<file path="src/rtl/fis_pkg.sv">
// Constants and types shared by the operand input front end
//
// Overview of operation
// - Operands arrive on two 32-bit buses, usable together as one 64-bit bus.
// - Bus data goes to a 64-bit staging register or straight to operands.
// - Staging upper half takes the first bus, lower half the second bus.
// - Staging captures on rising edge when edge select low, falling when high.
// - Byte granularity computes a parity bit per byte and compares it.
// - A byte's parity bit is high exactly when it holds odd ones.
// - Each bus has its own parity group; bit zero covers the low byte.
// - Any failing byte of a bus raises that bus's own fault output.
// - Word granularity checks one bit over the word, on parity bit zero.
// - Input registers can be switched out so data flows straight through.
// - Operand registers load on the rising edge, halves picked by routing.
// - Bypass low makes operand registers clocked; high makes them transparent.
package fis_pkg;

  // Data widths
  localparam int WORD_W  = 32;
  localparam int QUAD_W  = 64;
  localparam int NBYTES  = 4;
  localparam int REG_AW  = 8;

  // Register byte offsets
  localparam logic [REG_AW-1:0] ADDR_CTRL   = 8'h00;
  localparam logic [REG_AW-1:0] ADDR_STATUS = 8'h04;
  localparam logic [REG_AW-1:0] ADDR_CLEAR  = 8'h08;
  localparam logic [REG_AW-1:0] ADDR_ENABLE = 8'h0c;

  // Control register fields and reset value
  localparam int CTRL_W          = 5;
  localparam int CTRL_GRAN_BIT   = 0;
  localparam int CTRL_EDGE_BIT   = 1;
  localparam int CTRL_ROUTE_LSB  = 2;
  localparam int CTRL_BYPASS_BIT = 4;
  localparam logic [CTRL_W-1:0] CTRL_RESET = 5'h04;

  // Event bits of status, clear and enable registers
  localparam int NEV       = 2;
  localparam int EV_FIRST  = 0;
  localparam int EV_SECOND = 1;
  localparam logic [NEV-1:0] EV_RESET = 2'h0;

  // Bus codes
  localparam logic [1:0] HTRANS_IDLE = 2'h0;
  localparam logic       HRESP_OKAY  = 1'h0;

  // Input routing select codes
  typedef enum logic [1:0] {
    ROUTE_A_BUSES  = 2'b00,
    ROUTE_SINGLE   = 2'b01,
    ROUTE_LOW_BUS  = 2'b10,
    ROUTE_B_BUSES  = 2'b11
  } fis_route_e;

  // Read sequencer states
  typedef enum logic [1:0] {
    RD_IDLE = 2'b01,
    RD_WAIT = 2'b10
  } fis_rd_e;

endpackage

</file>
<file path="src/rtl/fis_parity.sv">
// Even parity checker for one operand bus
`timescale 1ns/1ps
module fis_parity (
  // Clock and reset
  input  wire logic                       ref_clk_in,
  input  wire logic                       rst_in,
  // Mode
  input  wire logic                       gran_in,
  // Bus and parity
  input  wire logic [fis_pkg::WORD_W-1:0] data_in,
  input  wire logic [fis_pkg::NBYTES-1:0] parity_in,
  // Result
  output logic                            fault_out
);
  import fis_pkg::*;

  logic [NBYTES-1:0] byte_miss;
  logic              word_miss;

  // Odd count of ones gives a high parity bit
  function automatic logic odd_ones(input logic [WORD_W-1:0] v);
    odd_ones = ^v;
  endfunction

  // Per byte compare, bit i covers byte i
  genvar i;
  generate
    for (i = 0; i < NBYTES; i++) begin : g_byte
      assign byte_miss[i] = odd_ones({24'h0, data_in[8*i +: 8]}) ^
                            parity_in[i];
    end
  endgenerate

  // Whole word check uses the lowest parity bit only
  assign word_miss = odd_ones(data_in) ^ parity_in[0];
  assign fault_out = gran_in ? |byte_miss : word_miss;
endmodule

</file>
<file path="src/rtl/fis_stage.sv">
// Staging register with selectable capture edge
`timescale 1ns/1ps
module fis_stage (
  // Clock and reset
  input  wire logic                       ref_clk_in,
  input  wire logic                       rst_in,
  // Capture edge select, high picks the falling edge
  input  wire logic                       edge_sel_in,
  // Operand buses
  input  wire logic [fis_pkg::WORD_W-1:0] bus_first_in,
  input  wire logic [fis_pkg::WORD_W-1:0] bus_second_in,
  // Staged value
  output logic      [fis_pkg::QUAD_W-1:0] staged_out
);
  import fis_pkg::*;

  logic [QUAD_W-1:0] stage_rise;
  logic [QUAD_W-1:0] stage_fall;

  // Rising edge copy, first bus in upper half
  always_ff @(posedge ref_clk_in) begin
    if (rst_in) begin
      stage_rise <= '0;
    end else begin
      stage_rise <= {bus_first_in, bus_second_in};
    end
  end

  // Falling edge copy so a second half enters within one cycle
  always_ff @(negedge ref_clk_in) begin
    if (rst_in) begin
      stage_fall <= '0;
    end else begin
      stage_fall <= {bus_first_in, bus_second_in};
    end
  end

  // Edge select picks which copy is the staging register
  assign staged_out = edge_sel_in ? stage_fall : stage_rise;
endmodule

</file>
<file path="src/rtl/fis_top.sv">
// Operand input front end: parity check, staging, operand registers
//
// Implementation choices: the AHB-Lite interface to the registers and the placing of the registers.
`timescale 1ns/1ps
module fis_top (
  // Clock and reset
  input  wire logic                       ref_clk_in,
  input  wire logic                       rst_in,
  // AHB-Lite slave
  input  wire logic                       hsel_in,
  input  wire logic [31:0]                haddr_in,
  input  wire logic [1:0]                 htrans_in,
  input  wire logic                       hwrite_in,
  input  wire logic [2:0]                 hsize_in,
  input  wire logic [31:0]                hwdata_in,
  input  wire logic                       hready_in,
  output logic      [31:0]                hrdata_out,
  output logic                            hreadyout_out,
  output logic                            hresp_out,
  // Interrupt
  output logic                            irq_out,
  // Operand buses and their parity
  input  wire logic [fis_pkg::WORD_W-1:0] operand_bus_first_in,
  input  wire logic [fis_pkg::WORD_W-1:0] operand_bus_second_in,
  input  wire logic [fis_pkg::NBYTES-1:0] first_bus_parity_in,
  input  wire logic [fis_pkg::NBYTES-1:0] second_bus_parity_in,
  // Parity faults
  output logic                            first_bus_parity_fault_out,
  output logic                            second_bus_parity_fault_out,
  // Operands toward the arithmetic units
  output logic      [fis_pkg::QUAD_W-1:0] operand_reg_first_out,
  output logic      [fis_pkg::QUAD_W-1:0] operand_reg_second_out,
  output logic      [fis_pkg::QUAD_W-1:0] staged_out
);
  import fis_pkg::*;

  // Control and event registers
  logic [CTRL_W-1:0] ctrl;
  logic [NEV-1:0]    status;
  logic [NEV-1:0]    enable;
  logic [NEV-1:0]    next_status;
  logic [NEV-1:0]    events;

  // Bus pipeline state
  logic              wr_pend;
  logic [REG_AW-1:0] wr_addr;
  logic [REG_AW-1:0] rd_addr;
  fis_rd_e           rd_state;
  fis_rd_e           next_rd_state;
  logic [31:0]       next_hrdata;

  // Datapath
  logic              parity_granularity_select;
  logic              staging_edge_select;
  logic              input_stage_bypass;
  fis_route_e        input_routing_select;
  logic [QUAD_W-1:0] staged;
  logic [QUAD_W-1:0] operand_reg_first;
  logic [QUAD_W-1:0] operand_reg_second;
  logic [QUAD_W-1:0] next_operand_reg_first;
  logic [QUAD_W-1:0] next_operand_reg_second;
  logic [WORD_W-1:0] upper_half;
  logic [WORD_W-1:0] lower_half;

  // Address phase decode
  wire              bus_take = hsel_in & htrans_in[1] & hready_in;
  wire              rd_take  = bus_take & ~hwrite_in;
  wire [REG_AW-1:0] a_off    = haddr_in[REG_AW-1:0];
  wire              wr_ctrl  = wr_pend & (wr_addr == ADDR_CTRL);
  wire              wr_clear = wr_pend & (wr_addr == ADDR_CLEAR);
  wire              wr_en    = wr_pend & (wr_addr == ADDR_ENABLE);

  // Control fields steering the datapath
  assign parity_granularity_select = ctrl[CTRL_GRAN_BIT];
  assign staging_edge_select       = ctrl[CTRL_EDGE_BIT];
  assign input_stage_bypass        = ctrl[CTRL_BYPASS_BIT];
  assign input_routing_select      =
    fis_route_e'(ctrl[CTRL_ROUTE_LSB +: 2]);

  // Parity check of each bus on its own parity group
  fis_parity u_par_first (
    .ref_clk_in (ref_clk_in),
    .rst_in     (rst_in),
    .gran_in    (parity_granularity_select),
    .data_in    (operand_bus_first_in),
    .parity_in  (first_bus_parity_in),
    .fault_out  (first_bus_parity_fault_out)
  );

  fis_parity u_par_second (
    .ref_clk_in (ref_clk_in),
    .rst_in     (rst_in),
    .gran_in    (parity_granularity_select),
    .data_in    (operand_bus_second_in),
    .parity_in  (second_bus_parity_in),
    .fault_out  (second_bus_parity_fault_out)
  );

  // Staging register over both buses
  fis_stage u_stage (
    .ref_clk_in    (ref_clk_in),
    .rst_in        (rst_in),
    .edge_sel_in   (staging_edge_select),
    .bus_first_in  (operand_bus_first_in),
    .bus_second_in (operand_bus_second_in),
    .staged_out    (staged)
  );

  assign upper_half = staged[QUAD_W-1:WORD_W];
  assign lower_half = staged[WORD_W-1:0];
  assign staged_out = staged;

  // Operand half selection from buses and staging register
  always_comb begin
    unique case (input_routing_select)
      ROUTE_A_BUSES: begin
        next_operand_reg_first  = {operand_bus_first_in,
                                   operand_bus_second_in};
        next_operand_reg_second = staged;
      end
      ROUTE_SINGLE: begin
        next_operand_reg_first  = {operand_bus_first_in, upper_half};
        next_operand_reg_second = {operand_bus_second_in, lower_half};
      end
      ROUTE_LOW_BUS: begin
        next_operand_reg_first  = {upper_half, operand_bus_first_in};
        next_operand_reg_second = {lower_half, operand_bus_second_in};
      end
      ROUTE_B_BUSES: begin
        next_operand_reg_first  = staged;
        next_operand_reg_second = {operand_bus_first_in,
                                   operand_bus_second_in};
      end
    endcase
  end

  // Operand registers load on every rising edge
  always_ff @(posedge ref_clk_in) begin
    if (rst_in) begin
      operand_reg_first  <= '0;
      operand_reg_second <= '0;
    end else begin
      operand_reg_first  <= next_operand_reg_first;
      operand_reg_second <= next_operand_reg_second;
    end
  end

  // Bypass makes the operand stage flow through
  assign operand_reg_first_out  = input_stage_bypass ?
    next_operand_reg_first : operand_reg_first;
  assign operand_reg_second_out = input_stage_bypass ?
    next_operand_reg_second : operand_reg_second;

  // Fault events, set wins over a clear in the same cycle
  assign events[EV_FIRST]  = first_bus_parity_fault_out;
  assign events[EV_SECOND] = second_bus_parity_fault_out;
  assign next_status = (status & ~(wr_clear ? hwdata_in[NEV-1:0] : '0))
                       | events;
  assign irq_out = |(status & enable);

  // Write data phase commits to the addressed register
  always_ff @(posedge ref_clk_in) begin
    if (rst_in) begin
      ctrl   <= CTRL_RESET;
      enable <= EV_RESET;
      status <= EV_RESET;
    end else begin
      status <= next_status;
      if (wr_ctrl) begin
        ctrl <= hwdata_in[CTRL_W-1:0];
      end
      if (wr_en) begin
        enable <= hwdata_in[NEV-1:0];
      end
    end
  end

  // Address phase capture for writes and reads
  always_ff @(posedge ref_clk_in) begin
    if (rst_in) begin
      wr_pend <= 1'b0;
      wr_addr <= '0;
      rd_addr <= '0;
    end else begin
      wr_pend <= bus_take & hwrite_in;
      wr_addr <= a_off;
      if (rd_take) begin
        rd_addr <= a_off;
      end
    end
  end

  // Read mux, unmapped and write-only offsets read zero
  always_comb begin
    next_hrdata = 32'h0000_0000;
    if (rd_addr == ADDR_CTRL) begin
      next_hrdata[CTRL_W-1:0] = ctrl;
    end else if (rd_addr == ADDR_STATUS) begin
      next_hrdata[NEV-1:0] = status;
    end else if (rd_addr == ADDR_ENABLE) begin
      next_hrdata[NEV-1:0] = enable;
    end
  end

  // One wait state lets a preceding write land before a read
  always_comb begin
    unique case (rd_state)
      RD_IDLE: next_rd_state = rd_take ? RD_WAIT : RD_IDLE;
      RD_WAIT: next_rd_state = RD_IDLE;
      default: next_rd_state = RD_IDLE;
    endcase
  end

  always_ff @(posedge ref_clk_in) begin
    if (rst_in) begin
      rd_state   <= RD_IDLE;
      hrdata_out <= 32'h0000_0000;
    end else begin
      rd_state <= next_rd_state;
      if (rd_state == RD_WAIT) begin
        hrdata_out <= next_hrdata;
      end
    end
  end

  assign hreadyout_out = (rd_state != RD_WAIT);
  assign hresp_out     = HRESP_OKAY;
endmodule

</file>
<file path="config.mk">
export PLATFORM = sky130hd
export DESIGN_NAME = fis_top
export DESIGN_NICKNAME = d
export VERILOG_FILES = /design/src/rtl/fis_pkg.sv /design/src/rtl/fis_parity.sv /design/src/rtl/fis_stage.sv /design/src/rtl/fis_top.sv
export SDC_FILE = /design/constraint.sdc
export NUM_CORES = 1
export LEC_CHECK = 0
export ABC_CLOCK_PERIOD_IN_PS = 3700
export BUFFER_PORTS_ARGS = -buffer_cell sky130_fd_sc_hd__buf_2
export CAP_MARGIN = 25
export CORE_ASPECT_RATIO = 0.9
export CORE_MARGIN = 3
export CORE_UTILIZATION = 58
export CTS_BUF_LIST = sky130_fd_sc_hd__clkbuf_4
export DETAILED_ROUTE_END_ITERATION = 10
export PLACE_DENSITY = 0.88
export SLEW_MARGIN = 40
export SYNTH_ARGS = -nofsm -noshare
export SYNTH_HDL_FRONTEND = slang
export SYNTH_SLANG_ARGS = --single-unit
</file>
<file path="constraint.sdc">
create_clock -name ref_clk_in -period 3.7 [get_ports ref_clk_in]
set_input_delay 0.37 -clock ref_clk_in [delete_from_list [all_inputs] [get_ports ref_clk_in]]
set_output_delay 0.37 -clock ref_clk_in [all_outputs]
set_load 0.01 [all_outputs]
</file>
### After elaboration in Yosys (flattened, before gate mapping)

Index checks and enable logic that the tools add are counted.

| word-level totals | value |
|---|---|
| register bits after elaboration | 289 |
| word-level logic and storage cells | 76 |

| cells by class | value |
|---|---|
| equality and inequality tests | 10 |
| multiplexer cells | 14 |
| bitwise logic cells | 23 |
| reductions and logical operators | 17 |

Operators with widths:

| cell | number |
|---|---|
| one-hot mux 64 bit (4 select lines) | 2 |
| parity 32 bit | 10 |
| 2-to-1 mux 64 bit | 4 |
| equality test 8 x 4 -> 1 bit, second input constant | 3 |
| zero test 8 bit | 2 |
| 2-to-1 mux 2 bit | 5 |
| bitwise XOR 1 bit | 10 |
| equality test 8 x 3 -> 1 bit, second input constant | 1 |
| OR reduction 4 bit | 2 |
| AND 1 bit | 7 |
| equality test 2 bit, second input constant | 3 |
| AND 2 bit | 2 |
| equality test 2 x 1 -> 1 bit, second input constant | 2 |
| OR reduction 2 bit | 2 |
| 2-to-1 mux 3 bit | 1 |
| zero test 2 bit | 1 |
| 2-to-1 mux 1 bit | 2 |
| inequality test 2 bit, second input constant | 1 |
| NOT 1 bit | 2 |
| NOT 2 bit | 1 |
| bitwise OR 2 bit | 1 |

### Depth between registers and ports, before layout

| depth | value |
|---|---|
| depth in word-level cells | 6 |
| gate-level depth with buffers | 7 |
| depth with buffers taken out | 6 |

### Hierarchy

Synthesis repeated with hierarchy kept, for this count alone.

| second synthesis, totals | value |
|---|---|
| cells, all modules | 1199 |
| area total of the unflattened synthesis | 13197.7 um2 |

Modules (own cells, without submodules):

| module | instances | cells each | area an instance (um2) | seq. area each (um2) |
|---|---|---|---|---|
| fis_top | 1 | 856 | 8406.8 | 3223.1 |
| fis_stage | 1 | 271 | 4112.7 | 2562.5 |
| fis_parity | 2 | 36 | 339.1 | 0.0 |

==> reports/qor.csv <==
stage;metric;value;unit
run_status;status;finished with violations;
run_status;failing checks;negative setup slack;
power_and_ir_drop;leakage;0.008860;µW
place;gpl congestion;0.8411;
floorplanning;die area;24130;µm²
worst_setup_path;CP endpoint kind;output pin;
global_routing;number of global-route vias before repair;12960;
worst_setup_path;register-to-register setup slack;-490;ps
place;HPWL after detailed placement;22.12;mm
worst_setup_path;worst r2r path cells;14;
detailed_routing;Via Count;12730;
worst_setup_path;crit path DAT;4050;ps
timing;Slew HR;46.40;%
worst_setup_path;Required @ worst endpoint;3330;ps
worst_setup_path;reg-to-reg startpoint;u_stage.stage_fall[58];
synth;Unique masters post-synth;35;
global_routing;initial antenna violation count;4;
timing;setup violators final;156;
worst_hold_path;hold_sp;rst_in;
timing;RSZ-0062 raised after global routing;yes;
timing;Worst Tran Pin Value;803.9;ps
timing;Final Hold Vio Count;0;
timing;Final WS setup;-721.3;ps
global_routing;M1 GR Usage;39.48;%
final_layout;Finished Layout Cells;2081;
timing;Worst Clk Skew;95.59;ps
final_layout;Fillers;741;
detailed_routing;Vias/cell;6.117;
global_routing;GRT met2 Usage;70.19;%
cts;CTS tree;yes;
cts;CTS Sinks;289;
detailed_routing;Pre-antenna DRT Iters;6;
place;Post-DP Area;14620;µm²
global_routing;pin count of the biggest net entering global routing;83;
cts;CTS buffer count;74;
worst_setup_path;critical path peak fanout;3;
cts;root buffer cell;clkbuf_4;
final_layout;area of the multi-input gates;8155;µm²
synth;average cell area after synthesis;10.72;µm²
detailed_routing;routed len/inst;27.47;µm
global_routing;GRT Util Overall;39.31;%
synth;sequential-to-total area share from yosys stat;44.73;%
floorplanning;IO Count;375;
final_layout;Layout Nets;1876;
synth;synthesized netlist cell count;1207;
worst_setup_path;crit path kind;flop to output pin;
cts;clk buf depth;3;
floorplanning;initial core utilization;59.44;%
detailed_routing;final WL;57.17;mm
final_layout;Layout Cell Area excl Fill;19610;µm²
worst_hold_path;hold depth;2;
detailed_routing;Iter 0 DRT Violations;1218;
cts;H-tree levels;3;
final_layout;most frequent cells in the layout;274 x dfxtp_1, 238 x mux2_4, 199 x nor2b_1, 168 x buf_6, 147 x buf_2;
global_routing;met3 Use GR;12.41;%
timing;Slew Viols, Final;0;
worst_setup_path;reg2reg end;operand_reg_second[58];
final_layout;flip-flop and latch area;5814;µm²
power_and_ir_drop;P per Cell Area;433.9;nW/µm²
synth;synthesized flop and latch total;289;
cts;clock latency on the worst-skew pair;790;ps
worst_hold_path;Hold WC Path Type;input pin to flop;
run;Max-Cap Viols;0;
cts;clock-pin slew of the registers on the worst-case setup and hold paths;80;ps
detailed_routing;drc violations;0;
floorplanning;core area;21760;µm²
floorplanning;Row Count;51;
final_layout;Final Core Density;90.12;%
worst_hold_path;Hold EP;operand_reg_first[42];
final_layout;Layout area overhead;51.60;%
detailed_routing;DRT antenna net count;0;
synth;yosys warns;0;
power_and_ir_drop;VDD IR max;0.0002765;V
global_routing;Top Usage Layer GRT;met2;
synth;area of the mapped netlist;12930;µm²
timing;worst hold margin;29.66;ps
worst_setup_path;crit start category;flop;
final_layout;ratio of cells with drive above 1 in the final layout;49.08;%
global_routing;grt ovf;0;
place;IO Port Bufs;291;
timing;setup TNS;-69270;ps
global_routing;first-pass GRT wire length;73.31;mm
place;Inst Count DP;1732;
final_layout;most common cell after layout, fill and taps aside;dfxtp_1;
floorplanning;die height;147.7;µm
floorplanning;die width;163.4;µm
area by class of cell:
| type | instances | share of cell area (%) |
|---|---|---|
| multi-input combinational | 835 | 41.59 |
| sequential | 289 | 29.65 |
| timing repair buffer | 461 | 20.57 |
| clock buffer | 98 | 3.752 |
| clock inverter | 99 | 2.444 |
| tap | 291 | 1.857 |
| inverter | 5 | 0.09571 |
| antenna | 3 | 0.03828 |
flip-flops by register name, summed over array words and instances, names as in the netlist:
| signal | cells |
|---|---|
| ctrl | 5 |
| operand_reg_first | 64 |
| wr_addr | 8 |
| u_stage.stage_rise | 64 |
| wr_pend | 1 |
| rd_addr | 8 |
| rd_state | 2 |
| hrdata_out | 5 |
| status | 2 |
| enable | 2 |
| operand_reg_second | 64 |
| u_stage.stage_fall | 64 |
critical path, stage by stage (launching register included):
cell     delay, ps
dfxtp_2        320
mux2_4         300
mux2i_4        240
a21oi_1        180
mux2_4         310
buf_6          130
power by group:
group          internal (µW)  leakage [µW]  switching, µW
clock                   1620      0.000938           1820
combinational            857       0.00552            864
sequential              3270       0.00240           83.9
total                   5750       0.00886           2760
what timing repair did:
action | in CTS | in global routing
pin swaps | 43 | 13
hold buffers | 77 | 2
endpoints found under the setup margin | 128 | 149
endpoints found under the hold margin | 85 | 2
buffers inserted | 59 | 28
resized for setup | 432 | 151
cells by family (layout without fill, tap and decap cells):
family | Yosys count | count (layout) | share of synthesized area (%)
mux | 325 | 325 | 27.94
simple gates | 324 | 324 | 13.73
flops | 289 | 289 | 44.73
buf+inv | 110 | 663 | 4.101
compound gates | 92 | 92 | 3.927
xor+xnor | 66 | 66 | 5.552
other cells | 1 | 31 | 0.02899
worst max path at each step:
stage,slack (ps),depth (start not counted),endpoint,start
6_report,-720,5,operand_reg_first_out[7],u_stage.stage_fall[7]
2_1_floorplan,350,3,operand_reg_first_out[32],u_stage.stage_fall[32]
5_1_grt,-710,5,operand_reg_first_out[7],u_stage.stage_fall[7]
4_1_cts,-510,5,operand_reg_first_out[27],u_stage.stage_fall[27]
3_3_place_gp,170,5,operand_reg_second_out[55],u_stage.stage_fall[23]
3_5_place_dp,130,5,operand_reg_second_out[47],u_stage.stage_fall[15]
synth_stat cells:
master | number | share of area [%]
or4_1 | 1 | 0.058
mux2_2 | 288 | 25
nand4_1 | 2 | 0.097
nor2b_1 | 202 | 9.8
nor2_1 | 50 | 1.5
clkinv_1 | 1 | 0.029
a211o_1 | 1 | 0.068
xor3_1 | 2 | 0.37
dfxtp_1 | 289 | 45
a41o_1 | 2 | 0.15
a22oi_1 | 3 | 0.17
or2_2 | 1 | 0.048
clkbuf_1 | 58 | 1.7
buf_2 | 7 | 0.27
nand2_1 | 56 | 1.6
a21oi_1 | 45 | 1.7
o32ai_1 | 2 | 0.14
nor3_1 | 2 | 0.077
nor3b_1 | 1 | 0.058
or3_1 | 1 | 0.048
a31o_2 | 2 | 0.14
nor4_4 | 1 | 0.16
conb_1 | 1 | 0.029
xnor2_1 | 52 | 3.5
or4b_1 | 1 | 0.077
xnor3_1 | 8 | 1.4
inv_1 | 5 | 0.15
mux2i_1 | 37 | 2.9
a22o_1 | 3 | 0.20
nand3_1 | 4 | 0.15
buf_4 | 29 | 1.7
buf_1 | 10 | 0.29
o21ai_0 | 34 | 1.3
and3_1 | 2 | 0.097
xor2_1 | 4 | 0.27
per-stage QoR:
stage | setup slack (ps) | power, µW
after floorplan | 353.6 | 4251
after global placement | 168.2 | 4602
after detailed placement | 129.6 | 4643
after CTS | -512.1 | 7941
after global routing | -710.3 | 8718
final | -721.3 | 8508
metal layers:
| metal | up-vias | wire [µm] |
|---|---|---|
| met5 | - | 25 |
| met4 | 4 | 5296 |
| met3 | 430 | 6004 |
| met2 | 1146 | 27780 |
| met1 | 6044 | 18060 |
| li1 | 5106 | - |
Note: power is estimated with default switching activity, not from simulation.
